### config.mk
export PLATFORM = sky130hd
export DESIGN_NAME = ioc_top
export DESIGN_NICKNAME = d
export VERILOG_FILES = /design/src/rtl/ioc_pkg.sv /design/src/rtl/ioc_mult.sv /design/src/rtl/ioc_top.sv
export VERILOG_INCLUDE_DIRS = /design/src /design/src/rtl
export SDC_FILE = /design/constraint.sdc
export NUM_CORES = 1
export LEC_CHECK = 0
export ABC_AREA = 1
export BUFFER_PORTS_ARGS = -buffer_cell sky130_fd_sc_hd__clkbuf_2
export CORE_MARGIN = 3
export CORE_UTILIZATION = 49
export CTS_BUF_LIST = sky130_fd_sc_hd__clkbuf_4 sky130_fd_sc_hd__clkbuf_8
export DETAILED_ROUTE_END_ITERATION = 8
export PLACE_DENSITY = 0.78
export SLEW_MARGIN = 40
export SYNTH_ARGS = -nofsm -noshare
export SYNTH_HDL_FRONTEND = slang
export SYNTH_HIERARCHICAL = 1
export SYNTH_SLANG_ARGS = --single-unit
export TNS_END_PERCENT = 10
### constraint.sdc
create_clock -name clk_i -period 1.9 [get_ports clk_i]
set_clock_uncertainty 0.15 [all_clocks]
set_input_delay 0 -clock clk_i [delete_from_list [all_inputs] [get_ports clk_i]]
set_output_delay 0 -clock clk_i [all_outputs]
set_load 0.005 [all_outputs]
### src/rtl/ioc_defs.svh
`ifndef IOC_DEFS_SVH
`define IOC_DEFS_SVH
// ----------------------------------------------------------------
// register indices (byte address is four times the index)
// ----------------------------------------------------------------
`define IOC_IDX_CLKSEL 10'h08F
`define IOC_IDX_MULT 10'h097
`define IOC_IDX_FINE 10'h09E
`define IOC_IDX_CTRL 10'h0A1
`define IOC_IDX_COARSE 10'h0A2
// ----------------------------------------------------------------
// fields and reset values
// ----------------------------------------------------------------
`define IOC_CTRL_RST 8'hD0
`define IOC_EN_ON 2'h3
`define IOC_BIT_SUSP 5
`define IOC_BIT_RDY 4
`define IOC_BIT_MRDY 5
`define IOC_DIV_RST 3'h0
`define IOC_COARSE_CAL 7'h40
`define IOC_FINE_CAL 6'h20
`define IOC_SRC_RST 2'h0
`define IOC_RESP_OKAY 2'h0
`define IOC_RESP_DECERR 2'h3
// ----------------------------------------------------------------
// timing
// ----------------------------------------------------------------
`define IOC_CLK_MHZ 100
`define IOC_SETTLE_NS 200
`define IOC_SETTLE_CYC ((`IOC_SETTLE_NS * `IOC_CLK_MHZ + 999) / 1000)
`define IOC_LOCK_NS 1000
`define IOC_LOCK_CYC ((`IOC_LOCK_NS * `IOC_CLK_MHZ + 999) / 1000)
`define IOC_BURST_LEN 4'h8
`endif

### src/rtl/ioc_pkg.sv
package ioc_pkg;
  // multiplier register image, msb first
  typedef struct packed {
    logic en;
    logic init;
    logic rdy;
    logic [2:0] scale;
    logic [1:0] sel;
  } ioc_mult_cfg_s;

  typedef struct packed {
    logic [6:0] coarse;
    logic [5:0] fine;
  } ioc_trim_s;

  typedef enum logic [1:0] {
    IOC_SRC_INT = 2'h0,
    IOC_SRC_EXT = 2'h1,
    IOC_SRC_MULT = 2'h2,
    IOC_SRC_RSVD = 2'h3
  } ioc_src_e;

  typedef enum logic [3:0] {
    IOC_OSC_OFF = 4'h1,
    IOC_OSC_SETTLE = 4'h2,
    IOC_OSC_RUN = 4'h4,
    IOC_OSC_SUSP = 4'h8
  } ioc_osc_st_e;

  typedef enum logic [3:0] {
    IOC_MUL_OFF = 4'h1,
    IOC_MUL_WAIT = 4'h2,
    IOC_MUL_LOCK = 4'h4,
    IOC_MUL_RDY = 4'h8
  } ioc_mul_st_e;
endpackage : ioc_pkg

### src/rtl/ioc_mult.sv
`timescale 1ns/1ns
`include "ioc_defs.svh"
module ioc_mult (
  input wire logic clk_i,
  input wire logic sys_rst_i,
  input wire ioc_pkg::ioc_mult_cfg_s cfg_i,
  input wire logic init_i,
  input wire logic int_run_i,
  input wire logic ext_osc_i,
  output logic ready_o,
  output logic pulse_o,
  output logic [2:0] den_o
);
  localparam int LOCK_D = `IOC_LOCK_CYC;
  localparam int LOCK_LO = LOCK_D - 9;
  ioc_pkg::ioc_mul_st_e st_q;
  logic [7:0] lock_q;
  logic int_half_q, ext_half_q, ext_d_q, ref_d_q, ref_w;
  logic [3:0] burst_q;

  // ----------------------------------------------------------------
  // enable, initialize, lock
  // ----------------------------------------------------------------
  always_ff @(posedge clk_i) begin
    if (sys_rst_i) begin
      st_q <= ioc_pkg::IOC_MUL_OFF;
      lock_q <= 8'h00;
    end else if (!cfg_i.en) begin
      st_q <= ioc_pkg::IOC_MUL_OFF;
    end else begin
      case (st_q)
        ioc_pkg::IOC_MUL_OFF: st_q <= ioc_pkg::IOC_MUL_WAIT;
        ioc_pkg::IOC_MUL_LOCK: begin
          lock_q <= lock_q - 8'h01;
          if (lock_q == 8'h01) st_q <= ioc_pkg::IOC_MUL_RDY;
        end
        default: ;
      endcase
      if (init_i) begin // re-init restarts the lock wait
        st_q <= ioc_pkg::IOC_MUL_LOCK;
        lock_q <= 8'(`IOC_LOCK_CYC);
      end
    end
  end
  assign ready_o = (st_q == ioc_pkg::IOC_MUL_RDY);

  // ----------------------------------------------------------------
  // input choice and halving
  // ----------------------------------------------------------------
  always_ff @(posedge clk_i) begin
    if (sys_rst_i) begin
      int_half_q <= 1'b0;
      ext_half_q <= 1'b0;
      ext_d_q <= 1'b0;
      ref_d_q <= 1'b0;
    end else begin
      ext_d_q <= ext_osc_i;
      ref_d_q <= ref_w;
      if (int_run_i) int_half_q <= ~int_half_q; // internal osc modelled at clk rate
      if (ext_osc_i && !ext_d_q) ext_half_q <= ~ext_half_q;
    end
  end
  always_comb begin
    case (cfg_i.sel)
      2'h0: ref_w = int_half_q;
      2'h1: ref_w = ext_osc_i;
      default: ref_w = ext_half_q;
    endcase
  end

  // ----------------------------------------------------------------
  // four fast pulses per reference edge; edges inside a burst are lost
  // ----------------------------------------------------------------
  always_ff @(posedge clk_i) begin
    if (sys_rst_i) begin
      burst_q <= 4'h0;
      pulse_o <= 1'b0;
    end else begin
      pulse_o <= burst_q[0];
      if (burst_q != 4'h0) burst_q <= burst_q - 4'h1;
      else if (ready_o && ref_w && !ref_d_q) burst_q <= `IOC_BURST_LEN;
    end
  end

  // output ratio is 4 * 2 / den_o
  always_ff @(posedge clk_i) begin
    if (sys_rst_i) den_o <= 3'h2;
    else den_o <= (cfg_i.scale < 3'h3) ? 3'h2 : cfg_i.scale;
  end
endmodule : ioc_mult

### src/rtl/ioc_top.sv
// Summary of operation
// - enable code 00 stops the oscillator, 11 runs it unless suspended
// - writing suspend halts the oscillator until a wake-up event restarts it
// - frequency-ready reads one only while running at programmed frequency
// - control bit 3 reads zero; software writes zero
// - divider code 000 gives divide by 128, down to 1 for 111
// - seven-bit coarse trim sets oscillator period, zero slowest, all ones fastest
// - coarse trim top bit reads zero, writes ignored
// - six-bit fine trim adds small period adjustments
// - fine trim upper two bits read zero, writes ignored
// - trims load calibrated values at reset for nominal frequency
// - multiplier outputs four times input, scaled by selectable factor
// - multiplier input is external, internal halved, or external halved
// - multiplier ready rises once output stabilizes after initialize
// - slow input gives four fast pulses per input period
// - wake-up is a port 0-3 match or enabled comparator 0 low
// - source code 10 selects multiplier, 00 internal divided, 01 external
//
// The AXI4-Lite register port was left to the implementer.
`timescale 1ns/1ns
`include "ioc_defs.svh"
module ioc_top (
  input wire logic clk_i,
  input wire logic sys_rst_i,
  input wire logic [11:0] s_axi_awaddr_i,
  input wire logic s_axi_awvalid_i,
  output logic s_axi_awready_o,
  input wire logic [31:0] s_axi_wdata_i,
  input wire logic [3:0] s_axi_wstrb_i,
  input wire logic s_axi_wvalid_i,
  output logic s_axi_wready_o,
  output logic [1:0] s_axi_bresp_o,
  output logic s_axi_bvalid_o,
  input wire logic s_axi_bready_i,
  input wire logic [11:0] s_axi_araddr_i,
  input wire logic s_axi_arvalid_i,
  output logic s_axi_arready_o,
  output logic [31:0] s_axi_rdata_o,
  output logic [1:0] s_axi_rresp_o,
  output logic s_axi_rvalid_o,
  input wire logic s_axi_rready_i,
  input wire logic [3:0] port_match_i,
  input wire logic cmp0_en_i,
  input wire logic cmp0_out_i,
  input wire logic ext_osc_i,
  output logic osc_run_o,
  output logic freq_ready_flag_o,
  output ioc_pkg::ioc_trim_s trim_o,
  output logic [2:0] int_clk_divider_o,
  output logic [1:0] clk_source_select_o,
  output logic core_clock_o,
  output logic core_wake_o,
  output logic mult_ready_o,
  output logic [2:0] mult_den_o
);
  // ----------------------------------------------------------------
  // declarations
  // ----------------------------------------------------------------
  logic [9:0] aw_idx_q, rd_idx_q;
  logic aw_have_q, w_have_q;
  logic [7:0] wdat_q;
  logic wstb_q, wr_go;
  logic [1:0] en_code_q;
  logic suspend_q;
  logic [2:0] div_q;
  ioc_pkg::ioc_mult_cfg_s mult_q;
  ioc_pkg::ioc_src_e src_q;
  ioc_pkg::ioc_osc_st_e osc_q;
  logic [7:0] settle_q;
  logic [6:0] div_cnt_q;
  logic wake, div_tick, ext_d_q, mult_pulse, mult_init;
  logic wr_ctrl, wr_mult, wr_known;
  logic [7:0] rd_byte;
  logic rd_known;

  // register index from a byte address
  function automatic logic hit(input logic [11:0] addr, input logic [9:0] idx);
    hit = (addr[11:2] == idx);
  endfunction : hit

  // divider mask: a tick every 2^(7-code) oscillator cycles
  function automatic logic [6:0] div_mask(input logic [2:0] code);
    div_mask = 7'h7F >> code;
  endfunction : div_mask

  // ----------------------------------------------------------------
  // bus slave: write side, address and data taken in either order
  // ----------------------------------------------------------------
  assign s_axi_awready_o = !aw_have_q && !s_axi_bvalid_o;
  assign s_axi_wready_o = !w_have_q && !s_axi_bvalid_o;
  assign wr_go = aw_have_q && w_have_q && !s_axi_bvalid_o;

  always_ff @(posedge clk_i) begin
    if (sys_rst_i) begin
      aw_have_q <= 1'b0;
      w_have_q <= 1'b0;
      aw_idx_q <= 10'h000;
      wdat_q <= 8'h00;
      wstb_q <= 1'b0;
    end else begin
      if (s_axi_awvalid_i && s_axi_awready_o) begin
        aw_have_q <= 1'b1;
        aw_idx_q <= s_axi_awaddr_i[11:2];
      end
      if (s_axi_wvalid_i && s_axi_wready_o) begin
        w_have_q <= 1'b1;
        wdat_q <= s_axi_wdata_i[7:0];
        wstb_q <= s_axi_wstrb_i[0]; // registers live in byte lane 0 only
      end
      if (wr_go) begin
        aw_have_q <= 1'b0;
        w_have_q <= 1'b0;
      end
    end
  end

  always_comb begin
    wr_known = 1'b0;
    case (aw_idx_q)
      `IOC_IDX_CLKSEL, `IOC_IDX_MULT, `IOC_IDX_FINE, `IOC_IDX_CTRL, `IOC_IDX_COARSE: wr_known = 1'b1;
      default: wr_known = 1'b0;
    endcase
  end
  assign wr_ctrl = wr_go && wstb_q && hit({aw_idx_q, 2'h0}, `IOC_IDX_CTRL);
  assign wr_mult = wr_go && wstb_q && hit({aw_idx_q, 2'h0}, `IOC_IDX_MULT);

  // write response one cycle after both halves are held
  always_ff @(posedge clk_i) begin
    if (sys_rst_i) begin
      s_axi_bvalid_o <= 1'b0;
      s_axi_bresp_o <= `IOC_RESP_OKAY;
    end else if (wr_go) begin
      s_axi_bvalid_o <= 1'b1;
      s_axi_bresp_o <= wr_known ? `IOC_RESP_OKAY : `IOC_RESP_DECERR;
    end else if (s_axi_bready_i) begin
      s_axi_bvalid_o <= 1'b0;
    end
  end

  // ----------------------------------------------------------------
  // bus slave: read side
  // ----------------------------------------------------------------
  assign s_axi_arready_o = !s_axi_rvalid_o;

  always_comb begin
    rd_byte = 8'h00;
    rd_known = 1'b1;
    if (hit(s_axi_araddr_i, `IOC_IDX_CTRL))
      rd_byte = {en_code_q, suspend_q, freq_ready_flag_o, 1'b0, div_q};
    else if (hit(s_axi_araddr_i, `IOC_IDX_COARSE))
      rd_byte = {1'b0, trim_o.coarse};
    else if (hit(s_axi_araddr_i, `IOC_IDX_FINE))
      rd_byte = {2'h0, trim_o.fine};
    else if (hit(s_axi_araddr_i, `IOC_IDX_MULT))
      rd_byte = {mult_q.en, mult_q.init, mult_ready_o, mult_q.scale, mult_q.sel};
    else if (hit(s_axi_araddr_i, `IOC_IDX_CLKSEL))
      rd_byte = {6'h00, src_q};
    else
      rd_known = 1'b0;
  end

  always_ff @(posedge clk_i) begin
    if (sys_rst_i) begin
      s_axi_rvalid_o <= 1'b0;
      s_axi_rdata_o <= 32'h0000_0000;
      s_axi_rresp_o <= `IOC_RESP_OKAY;
      rd_idx_q <= 10'h000;
    end else if (s_axi_arvalid_i && s_axi_arready_o) begin
      s_axi_rvalid_o <= 1'b1;
      s_axi_rdata_o <= {24'h00_0000, rd_byte};
      s_axi_rresp_o <= rd_known ? `IOC_RESP_OKAY : `IOC_RESP_DECERR;
      rd_idx_q <= s_axi_araddr_i[11:2];
    end else if (s_axi_rready_i) begin
      s_axi_rvalid_o <= 1'b0;
    end
  end

  // ----------------------------------------------------------------
  // oscillator control register; a write of suspend beats a wake event
  // ----------------------------------------------------------------
  assign wake = (|port_match_i) || (cmp0_en_i && !cmp0_out_i);

  always_ff @(posedge clk_i) begin
    if (sys_rst_i) begin
      en_code_q <= 2'(`IOC_CTRL_RST >> 6);
      suspend_q <= 1'b0;
      div_q <= `IOC_DIV_RST;
    end else if (wr_ctrl) begin
      en_code_q <= wdat_q[7:6];
      suspend_q <= wdat_q[`IOC_BIT_SUSP];
      div_q <= wdat_q[2:0]; // bit 3 dropped
    end else if (suspend_q && wake) begin
      suspend_q <= 1'b0;
    end
  end

  // wake strobe lets the core resume after the suspend write
  always_ff @(posedge clk_i) begin
    if (sys_rst_i) core_wake_o <= 1'b0;
    else core_wake_o <= suspend_q && wake && !wr_ctrl;
  end

  // ----------------------------------------------------------------
  // oscillator state; reserved enable codes are treated as off
  // ----------------------------------------------------------------
  always_ff @(posedge clk_i) begin
    if (sys_rst_i) begin
      osc_q <= ioc_pkg::IOC_OSC_RUN;
      settle_q <= 8'h00;
    end else if (en_code_q != `IOC_EN_ON) begin
      osc_q <= ioc_pkg::IOC_OSC_OFF;
    end else if (suspend_q) begin
      osc_q <= ioc_pkg::IOC_OSC_SUSP;
    end else begin
      case (osc_q)
        ioc_pkg::IOC_OSC_OFF, ioc_pkg::IOC_OSC_SUSP: begin
          osc_q <= ioc_pkg::IOC_OSC_SETTLE;
          settle_q <= 8'(`IOC_SETTLE_CYC);
        end
        ioc_pkg::IOC_OSC_SETTLE: begin
          settle_q <= settle_q - 8'h01;
          if (settle_q == 8'h01) osc_q <= ioc_pkg::IOC_OSC_RUN;
        end
        ioc_pkg::IOC_OSC_RUN: osc_q <= ioc_pkg::IOC_OSC_RUN;
        default: osc_q <= ioc_pkg::IOC_OSC_OFF;
      endcase
    end
  end
  assign osc_run_o = (osc_q == ioc_pkg::IOC_OSC_RUN) || (osc_q == ioc_pkg::IOC_OSC_SETTLE);
  assign freq_ready_flag_o = (osc_q == ioc_pkg::IOC_OSC_RUN);
  assign int_clk_divider_o = div_q;

  // ----------------------------------------------------------------
  // trims drive the analog period; calibrated at reset
  // ----------------------------------------------------------------
  always_ff @(posedge clk_i) begin
    if (sys_rst_i) begin
      trim_o.coarse <= `IOC_COARSE_CAL;
      trim_o.fine <= `IOC_FINE_CAL;
    end else if (wr_go && wstb_q) begin
      if (hit({aw_idx_q, 2'h0}, `IOC_IDX_COARSE)) trim_o.coarse <= wdat_q[6:0];
      if (hit({aw_idx_q, 2'h0}, `IOC_IDX_FINE)) trim_o.fine <= wdat_q[5:0];
    end
  end

  // ----------------------------------------------------------------
  // multiplier register and clock source select
  // ----------------------------------------------------------------
  always_ff @(posedge clk_i) begin
    if (sys_rst_i) begin
      mult_q <= '0;
      src_q <= ioc_pkg::IOC_SRC_INT;
    end else begin
      if (wr_mult) begin
        mult_q <= wdat_q;
        mult_q.rdy <= 1'b0; // status lives in the multiplier
      end
      if (wr_go && wstb_q && hit({aw_idx_q, 2'h0}, `IOC_IDX_CLKSEL))
        src_q <= ioc_pkg::ioc_src_e'(wdat_q[1:0]);
    end
  end
  assign clk_source_select_o = src_q;
  // init only counts when the same write keeps the enable set
  assign mult_init = wr_mult && wdat_q[7] && wdat_q[6];

  ioc_mult u_mult (
    .clk_i(clk_i),
    .sys_rst_i(sys_rst_i),
    .cfg_i(mult_q),
    .init_i(mult_init),
    .int_run_i(osc_run_o),
    .ext_osc_i(ext_osc_i),
    .ready_o(mult_ready_o),
    .pulse_o(mult_pulse),
    .den_o(mult_den_o)
  );

  // ----------------------------------------------------------------
  // core clock as a one-cycle tick per source period
  // ----------------------------------------------------------------
  always_ff @(posedge clk_i) begin
    if (sys_rst_i) div_cnt_q <= 7'h00;
    else if (osc_run_o) div_cnt_q <= div_cnt_q + 7'h01;
  end
  assign div_tick = osc_run_o && ((div_cnt_q & div_mask(div_q)) == div_mask(div_q));

  always_ff @(posedge clk_i) begin
    if (sys_rst_i) begin
      ext_d_q <= 1'b0;
      core_clock_o <= 1'b0;
    end else begin
      ext_d_q <= ext_osc_i;
      case (src_q)
        ioc_pkg::IOC_SRC_INT: core_clock_o <= div_tick;
        ioc_pkg::IOC_SRC_EXT: core_clock_o <= ext_osc_i && !ext_d_q;
        ioc_pkg::IOC_SRC_MULT: core_clock_o <= mult_pulse;
        default: core_clock_o <= 1'b0; // reserved code stops the clock
      endcase
    end
  end
endmodule : ioc_top

==> results of run 1 <==
## critical path, cell delays in order
cell and delay, ns:
dlygate4sd3_1 0.55, clkbuf_2 0.14, nand2_1 0.10, nand3b_1 0.21, nor2_4 0.19, dlygate4sd3_1 0.60, nand3_1 0.09, a31oi_1 0.14
## through the flow
step / power (mW) / setup slack [ns] / setup TNS (ns) / hold WS (ns) / cells
after global placement: 3.127 / 0.1060 / 0 / 0.04891 / 923
after global routing: 4.894 / -0.06502 / -0.3593 / 0.03658 / 977
after floorplan: 2.976 / 0.003644 / 0 / -0.07153 / 735
final: 4.659 / 0.02904 / 0 / 0.02458 / 977
after CTS: 4.650 / 0.01068 / 0 / 0.002763 / 975
after detailed placement: 3.164 / 0.03313 / 0 / 0.05439 / 923
## final cells by class
type | instances | area [µm²] | share of cell area [%]
clock buffers | 9 | 123.9 | 1.967
repair buffers | 135 | 903.4 | 14.35
multi-input cells | 490 | 2500 | 39.71
flip-flops and latches | 107 | 2150 | 34.14
well taps | 133 | 166.4 | 2.643
inverters | 96 | 366.6 | 5.823
clock inverters | 7 | 86.33 | 1.371
## metal layers
metal  vias up  global-route usage, %
li1       2526                      -
met1      2318                  27.54
met2       167                  40.11
met3        30                  4.855
met4         0                  8.025
met5         -                      0
## registers in the layout (all words and copies together), names as in the netlist, 2 cells and up
signal               flops
en_code_q                2
u_mult/den_o             3
osc_q                    4
wdat_q                   8
mult_q                   7
aw_idx_q                10
trim_o                  13
div_cnt_q                7
int_clk_divider_o        3
u_mult/lock_q            8
clk_source_select_o      2
u_mult/burst_q           4
settle_q                 8
u_mult/st_q              4
s_axi_rdata_o            8
## power by group through the flow
stage | clock (mW) | sequential (mW) | combinational [mW]
2_1_floorplan | 0 | 2.50 | 0.478
3_3_place_gp | 0 | 2.52 | 0.611
3_5_place_dp | 0 | 2.52 | 0.639
4_1_cts | 1.48 | 2.48 | 0.696
5_1_grt | 1.57 | 2.50 | 0.823
6_report | 1.45 | 2.48 | 0.728
## kinds of logic (layout without fill, tap and decap cells)
kind of cell               Yosys count  after routing  synth area share (%)
and+or+nand+nor                    303            303                 27.65
AOI/OAI and AO/OA                  154            154                 16.41
buffers and inverters              138            247                 12.48
DFF                                107            107                 41.49
adders and majority gates            5              5                 1.212
xor gates and xnor gates             4              4                0.6787
other                                1             24               0.07264
## cell usage in the layout, fill, tap and decap left out, types with 8 or more instances in the layout
master	n
o21ai_1	13
inv_1	81
nor3_1	9
a21oi_2	8
nor2_2	13
conb_1	24
o21ai_0	54
nand2_1	100
nor2_1	86
nand4_1	24
inv_2	13
clkbuf_8	9
nand2_2	11
dlygate4sd3_1	36
clkbuf_2	85
buf_4	13
dfxtp_1	101
nand3_1	37
a21oi_1	61
## worst paths after layout
| kind | depth (start not counted) | end | from | slack (ns) |
|---|---|---|---|---|
| setup / recovery | 8 | s_axi_rdata_o[7] | s_axi_araddr_i[2] | 0.03 |
| setup reg to reg | 16 | u_mult/lock_q[4] | aw_idx_q[6] | 0.08 |
| hold reg to reg | 2 | s_axi_rdata_o[2] | s_axi_rdata_o[2] | 0.33 |
| hold / removal | 8 | s_axi_rdata_o[6] | s_axi_araddr_i[4] | 0.02 |
## timing repair
action,4_1_cts,5_1_grt
hold endpoints to repair,82,0
endpoints found under the setup margin,0,13
resized for setup,0,18
setup buffers,0,2
hold buffers,36,0
==> impl_metrics.py, run 1 <==
metrics = {
    "logic_synthesis": {
        "ys_top_cells_by_area": "dfxtp_1 41%, nand2_1 7.4%, nor2_1 6.3%",
        "yosys_most_used_dff": "dfxtp_1",
        "yosysTopAreaCell": "dfxtp_1",
        "yosys-top-cells-count": "107 x dfxtp_1, 102 x nand2_1, 87 x nor2_1, 85 x inv_1, 61 x a21oi_1",
        "syn_area_per_cell_um2": 7.251,
        "synth-warning-count": 6,
        "ys_ff_latch": 107,
        "synth.distinct_cells": 43,
        "synthDominantCellAreaShare_pct": 41.49,
        "syn_area_um2": 5162,
        "netlist_instances": 712,
        "synthArstFlopShare_pct": 0,
        "synth_edf_count": 0,
        "ys_seq_area_share_pct": 41.49,
        "yosysMostFrequentCell": "dfxtp_1",
    },
    "timing": {
        "rsz0062_at_grt": "yes",
        "slew_violations": 0,
        "max_freq_ghz": 0.5345,
        "setup_viol": 0,
        "min_period_ns": 1.871,
        "min_period_over_period_pct": 98.47,
        "hold_viol": 0,
    },
    "detailed_routing": {
        "ant_nets": 0,
        "met2_length_mm": 6.744,
        "initialDrtViolationCount": 347,
        "vias_per_cell": 5.160,
        "drt-met1-wl_mm": 5.610,
        "dr_total_vias": 5041,
        "wl_met3_um": 742,
        "wl_per_cell_um": 13.70,
        "firstDrtPassIters": 5,
        "drc_errors": 0,
        "routed_wl_mm": 13.38,
        "highest_layer": "met4",
    },
    "layout": {
        "drive_gt1_share_pct": 22.39,
        "finish.utilization_pct": 62.96,
        "fin_area_um2": 6296,
        "area_growth_syn_to_layout_pct": 21.96,
        "n_fill_cell": 885,
        "diodes": 0,
        "fin_nets": 918,
    },
    "clock_network": {
        "cts_tree": "yes",
        "h-tree-depth": 3,
        "clock_sinks": 107,
        "clkSlewWorstSetupHoldPaths_ns": 0.10,
        "clock_path_buffers": 2,
        "clockRootBuffer": "clkbuf_8",
        "clock_latency_ns": 0.39,
        "cts_buffers": 9,
    },
    "power_and_ir_drop": {
        "swShare_pct": 31.32,
        "p_sw_mw": 1.459,
        "power_leakage_nw": 2.860,
        "pwr-share-seq_pct": 53.3,
        "powerDensity_nw_per_um2": 740.0,
        "pwr-share-clk_pct": 31.1,
        "pwr-share-comb_pct": 15.6,
        "ir_worst_vdd_mv": 0.4823,
        "p_int_mw": 3.200,
    },
    "global_routing": {
        "track_usage_pct": 22.82,
        "grt_pass1_vias": 4744,
        "antenna_found_initial": 0,
        "grt_first_pass_wirelength_mm": 21.33,
        "overflow": 0,
        "grt_max_degree": 60,
    },
    "setup_path": {
        "worst_ep_arrival_time_ns": 2.03,
        "start_kind": "primary input",
        "required_ns": 2.06,
        "cp_max_fo": 7,
        "cp-end-kind": "flip-flop",
        "path_class": "primary input to flip-flop",
    },
    "die": {
        "die_h_um": 108.6,
        "core_area_um2": 10000,
        "rows": 36,
        "start_util_pct": 51.63,
        "fp.dieW_um": 108.6,
        "die_area_um2": 11800,
        "ioPinCount": 141,
    },
    "placed_design": {
        "port_buffers": 85,
        "hpwl_mm": 9.683,
        "placed_cell_area_um2": 5664,
        "gp_congestion": 0.9011,
    },
    "min_path": {
        "hold_path.class": "primary input to flip-flop",
    },
    "outcome": {
        "status": "completed",
    },
    "job": {
        "maxCapViolCount": 0,
    },
}
Power figures use the tool's default switching activity.
==> run 2: changes to the inputs <==
CORE_UTILIZATION = 40   (was 49)
HOLD_SLACK_MARGIN = 0.15   (was not set)
PLACE_DENSITY = 0.66   (was 0.78)
==> impl_metrics.py, run 2 (synthesis gave the netlist of run 1 again) <==
metrics = {
    "timing": {
        "slew_violations": 0,
        "finalSetupTns_ns": 0,
        "setup_viol": 0,
        "worst_pin_slew_ns": 0.5492,
        "min_period_ns": 1.834,
        "hold_viol": 0,
        "max_freq_ghz": 0.5452,
        "fin_ws_ns": 0.06597,
        "slew_headroom_pct": 63.30,
        "rsz0062_at_grt": "yes",
        "min_period_over_period_pct": 96.53,
    },
    "placed_design": {
        "port_buffers": 85,
        "placed_cell_area_um2": 5723,
        "gp_congestion": 0.9074,
        "hpwl_mm": 9.905,
        "dpl.cell_count": 960,
        "post-place-ws_ns": 0.05192,
    },
    "layout": {
        "largestRegisters": "trim_o: 13 flops, aw_idx_q: 10 flops",
        "fin_area_um2": 6471,
        "layout_common_cells": "105 x dfxtp_1, 101 x nand2_1, 85 x clkbuf_2, 83 x nor2_1, 83 x inv_1",
        "largest-register": "trim_o",
        "instances_no_fill": 1025,
        "diodes": 0,
        "largest_register_ffs": 13,
        "area_growth_syn_to_layout_pct": 25.35,
        "layout_commonest_cell": "dfxtp_1",
        "drive_gt1_share_pct": 21.82,
        "fin_nets": 931,
    },
    "setup_path": {
        "cp-end-kind": "flip-flop",
        "worst-path-buf-inv": 4,
        "r2r_setup_slack_ns": 0.11,
        "cp_max_fo": 4,
        "required_ns": 2.07,
        "path_class": "primary input to flip-flop",
        "crit_family": "buffers and inverters",
        "crit_path_max_incr_delay_ns": 0.56,
        "cp_slowest_cell": "dlygate4sd3_1",
        "crit_path_cell_trace": "dlygate4sd3_1, clkbuf_2, inv_1, nand2_1, nor2_1, nand4_1, dlygate4sd3_1, nand4_1, nand2_1, a21oi_1",
        "worst_ep_arrival_time_ns": 2.00,
        "start_kind": "primary input",
    },
    "job": {
        "maxCapViolCount": 0,
    },
    "clock_network": {
        "clock_path_buffers": 2,
        "h-tree-depth": 3,
        "clkSlewWorstSetupHoldPaths_ns": 0.11,
        "cts_buffers": 9,
        "cts_tree": "yes",
        "clock_latency_ns": 0.39,
        "clockRootBuffer": "clkbuf_8",
        "clock_sinks": 107,
    },
    "global_routing": {
        "grt_max_degree": 37,
        "overflow": 0,
        "grt_first_pass_wirelength_mm": 21.46,
        "grt_pass1_vias": 4523,
        "antenna_found_initial": 0,
        "track_usage_pct": 18.50,
    },
    "detailed_routing": {
        "dr_total_vias": 4859,
        "vias_per_cell": 4.740,
        "routed_wl_mm": 13.20,
        "drc_errors": 0,
        "ant_nets": 0,
        "firstDrtPassIters": 5,
        "initialDrtViolationCount": 223,
        "wl_per_cell_um": 12.88,
    },
    "die": {
        "core_area_um2": 12310,
        "die_area_um2": 14310,
        "fp.dieW_um": 119.6,
        "die_h_um": 119.6,
        "ioPinCount": 141,
        "rows": 40,
        "start_util_pct": 41.93,
    },
    "outcome": {
        "status": "completed",
    },
    "power_and_ir_drop": {
        "powerDensity_nw_per_um2": 728.3,
        "ir_worst_vdd_mv": 0.4731,
        "power_leakage_nw": 2.910,
        "fin_total_pwr_mw": 4.713,
    },
    "min_path": {
        "hold_path.class": "primary input to flip-flop",
    },
}
[run 2: cell types whose count changed in the layout (fill, tap and decap cells not counted), sizes merged]
cell         change
dlygate4sd3     +11
buf              +2
inv              -2
bufinv           +1
clkbuf           +1
[run 2: final cells by class]
| type | instances | area, µm² |
|---|---|---|
| clock buffer | 10 | 137.6 |
| clock inverter | 6 | 82.58 |
| fill | 1248 | 5841 |
| inverter | 96 | 362.8 |
| multi-input combinational | 490 | 2505 |
| sequential | 107 | 2145 |
| tap | 168 | 210.2 |
| timing repair buffer | 148 | 1028 |
[run 2: worst paths after layout]
kind / start / to / cells past startpoint
worst max-delay path: s_axi_araddr_i[2] / s_axi_rdata_o[5] / 10
worst min-delay path: s_axi_awaddr_i[9] / aw_idx_q[7] / 4
worst max register to register: w_have_q / u_mult/lock_q[4] / 13
worst min register to register: s_axi_rdata_o[2] / s_axi_rdata_o[2] / 2
[run 2: tightest hold or removal path: cells and delay by family]
family / cells / cell delay (ns)
AND/OR/NAND/NOR: 1 / 0.08
AO/OA/AOI/OAI: 1 / 0.08
buffers and inverters: 2 / 0.62
[run 2: layer usage]
layer / GRT usage (%) / wire (µm) / vias up
met5: 0 / 0 / -
met4: 3.865 / 115 / 0
met3: 4.241 / 587 / 8
met2: 30.79 / 6071 / 107
met1: 24.65 / 6424 / 2187
li1: - / - / 2557
[run 2: power breakdown]
group	total [mW]	switching, mW	internal, mW
Sequential	2.48	0.103	2.38
Combinational	0.723	0.428	0.295
Clock	1.51	0.840	0.672
Total	4.71	1.37	3.34
[run 2: through the flow]
| stage | hold WS, ns | util (%) |
|---|---|---|
| after floorplan | -0.07153 | - |
| after global placement | 0.04675 | 46.48 |
| after detailed placement | 0.05454 | 46.48 |
| after CTS | 0.2399 | 52.17 |
| after global routing | 0.2983 | 52.56 |
| final | 0.2789 | 52.56 |
[run 2: timing repair]
action | 4_1_cts | 5_1_grt
hold buffers | 48 | 0
setup buffers | 0 | 2
endpoints found under the setup margin | 0 | 15
endpoints found under the hold margin | 67 | 0
gates resized for setup | 0 | 14
==> run 3: changes to the inputs <==
CORE_ASPECT_RATIO = 0.8   (was not set)
==> impl_metrics.py, run 3 (synthesis gave the netlist of run 1 again) <==
metrics = {
    "clock_network": {
        "cts_buffers": 9,
        "clock_sinks": 107,
        "cts_tree": "yes",
        "clkSlewWorstSetupHoldPaths_ns": 0.10,
        "clock_latency_ns": 0.38,
        "clockRootBuffer": "clkbuf_8",
        "clock_path_buffers": 2,
        "h-tree-depth": 3,
    },
    "layout": {
        "seq_area_um2": 2148,
        "drive_gt1_share_pct": 23.50,
        "largest_register_ffs": 13,
        "layout_commonest_cell": "dfxtp_1",
        "area_growth_syn_to_layout_pct": 27.02,
        "largestRegisters": "trim_o: 13 flops, aw_idx_q: 10 flops",
        "multi_input_area_um2": 2536,
        "n_fill_cell": 1218,
        "diodes": 0,
        "layout_common_cells": "102 x dfxtp_1, 98 x nand2_1, 85 x clkbuf_2, 82 x nor2_1, 80 x inv_1",
        "fin_nets": 938,
        "largest-register": "trim_o",
    },
    "power_and_ir_drop": {
        "pwr-share-comb_pct": 16.3,
        "ir_worst_vdd_mv": 0.4122,
        "swShare_pct": 30.17,
        "pwr-share-seq_pct": 53.6,
        "powerDensity_nw_per_um2": 705.9,
        "fin_total_pwr_mw": 4.629,
        "power_leakage_nw": 2.961,
        "p_int_mw": 3.232,
        "pwr-share-clk_pct": 30.1,
        "p_sw_mw": 1.396,
    },
    "timing": {
        "min_period_over_period_pct": 95.34,
        "min_period_ns": 1.811,
        "slew_headroom_pct": 65.57,
        "rsz0062_at_grt": "yes",
        "setup_viol": 0,
        "max_freq_ghz": 0.5521,
        "slew_violations": 0,
        "worst_pin_slew_ns": 0.5152,
        "fin_ws_ns": 0.08857,
        "hold_viol": 0,
    },
    "job": {
        "maxCapViolCount": 0,
    },
    "detailed_routing": {
        "vias_per_cell": 4.845,
        "firstDrtPassIters": 5,
        "ant_nets": 0,
        "initialDrtViolationCount": 313,
        "dr_total_vias": 5015,
        "routed_wl_mm": 13.77,
        "wl_per_cell_um": 13.31,
        "drc_errors": 0,
    },
    "global_routing": {
        "grt_pass1_vias": 4578,
        "grt_first_pass_wirelength_mm": 22.18,
        "track_usage_pct": 19.16,
        "grtUsageMet2_pct": 29.38,
        "grt_util_met3_pct": 3.271,
        "top_usage_layer": "met2",
        "antenna_found_initial": 0,
        "grt_max_degree": 60,
        "met1_usage_pct": 27.67,
        "overflow": 0,
    },
    "outcome": {
        "status": "completed",
    },
    "setup_path": {
        "crit_path_cell_trace": "dlygate4sd3_1, clkbuf_2, nor2_4, nand3_2, nor2_4, nand2_1, dlygate4sd3_1, nand4_1, nand2_1, a21oi_2",
        "cp_slowest_cell": "dlygate4sd3_1",
        "start_kind": "primary input",
        "r2r_start": "aw_idx_q[9]",
        "cp_max_fo": 7,
        "worst_ep_arrival_time_ns": 1.98,
        "required_ns": 2.07,
        "crit_start": "s_axi_araddr_i[8]",
        "path_class": "primary input to flip-flop",
        "cp-end-kind": "flip-flop",
        "crit_path_max_incr_delay_ns": 0.58,
    },
    "placed_design": {
        "post-place-ws_ns": 0.08694,
        "port_buffers": 85,
        "hpwl_mm": 10.00,
        "gp_congestion": 0.8524,
    },
    "die": {
        "rows": 36,
        "ioPinCount": 141,
        "die_h_um": 107.6,
        "fp.dieW_um": 133.0,
        "die_area_um2": 14310,
        "start_util_pct": 41.68,
        "core_area_um2": 12390,
    },
    "min_path": {
        "min-delay-start": "s_axi_araddr_i[4]",
        "hold_path.class": "primary input to flip-flop",
    },
}
[run 3: cell count changes in the layout (fill, tap and decap cells not counted), moves of 3 or more]
cell	change
buf_4	+4
inv_6	+4
dfxtp_1	-3
dfxtp_2	+3
inv_1	-3
inv_2	+3
nand2_1	-3
[run 3: area by class of cell]
type	count	area share (%)
timing repair buffer	155	16.79
clock buffer	10	2.099
clock inverter	6	0.8395
sequential	107	32.76
multi-input combinational	490	38.68
inverter	96	5.571
tap	171	3.263
[run 3: metrics by stage]
stage / setup TNS (ns) / util [%] / hold slack, ns / std cells / instance area, µm²
CTS: 0 / 52.05 / 0.1656 / 1031 / 6447
finish: 0 / 52.94 / 0.1004 / 1035 / 6558
global route: -0.1785 / 52.94 / 0.1572 / 1035 / 6558
floorplan: 0 / - / -0.07153 / 735 / 5251
detailed placement: 0 / 46.45 / 0.05039 / 965 / 5754
global placement: 0 / 46.45 / 0.06024 / 965 / 5754
[run 3: final timing paths]
kind	to	slack, ns	depth (start not counted)
max reg2reg	u_mult/lock_q[4]	0.09	14
max	s_axi_rdata_o[1]	0.09	10
min	s_axi_rdata_o[4]	0.10	7
min reg2reg	aw_idx_q[6]	0.32	2
[run 3: what timing repair did]
| item | CTS | global route |
|---|---|---|
| resized for setup | 0 | 31 |
| hold endpoints to repair | 107 | 1 |
| setup buffers | 0 | 5 |
| setup endpoints to repair | 0 | 15 |
| hold buffers | 50 | 3 |
[run 3: worst max-delay path, delay by kind of cell]
kind | cells | cell delay [ns]
compound gates | 1 | 0.10
simple gates | 6 | 0.63
buf+inv | 3 | 1.24
[run 3: power groups by stage]
stage	clock (mW)	combinational (mW)	sequential, mW
2_1_floorplan	0	0.478	2.50
3_3_place_gp	0	0.650	2.52
3_5_place_dp	0	0.658	2.53
4_1_cts	1.43	0.730	2.47
5_1_grt	1.51	0.862	2.50
6_report	1.39	0.754	2.48
[run 3: layer usage]
layer  up-vias  routed length (µm)
li1       2584                   -
met5         -                   0
met4         0                 213
met1      2282                6892
met2       130                5893
met3        19                 774
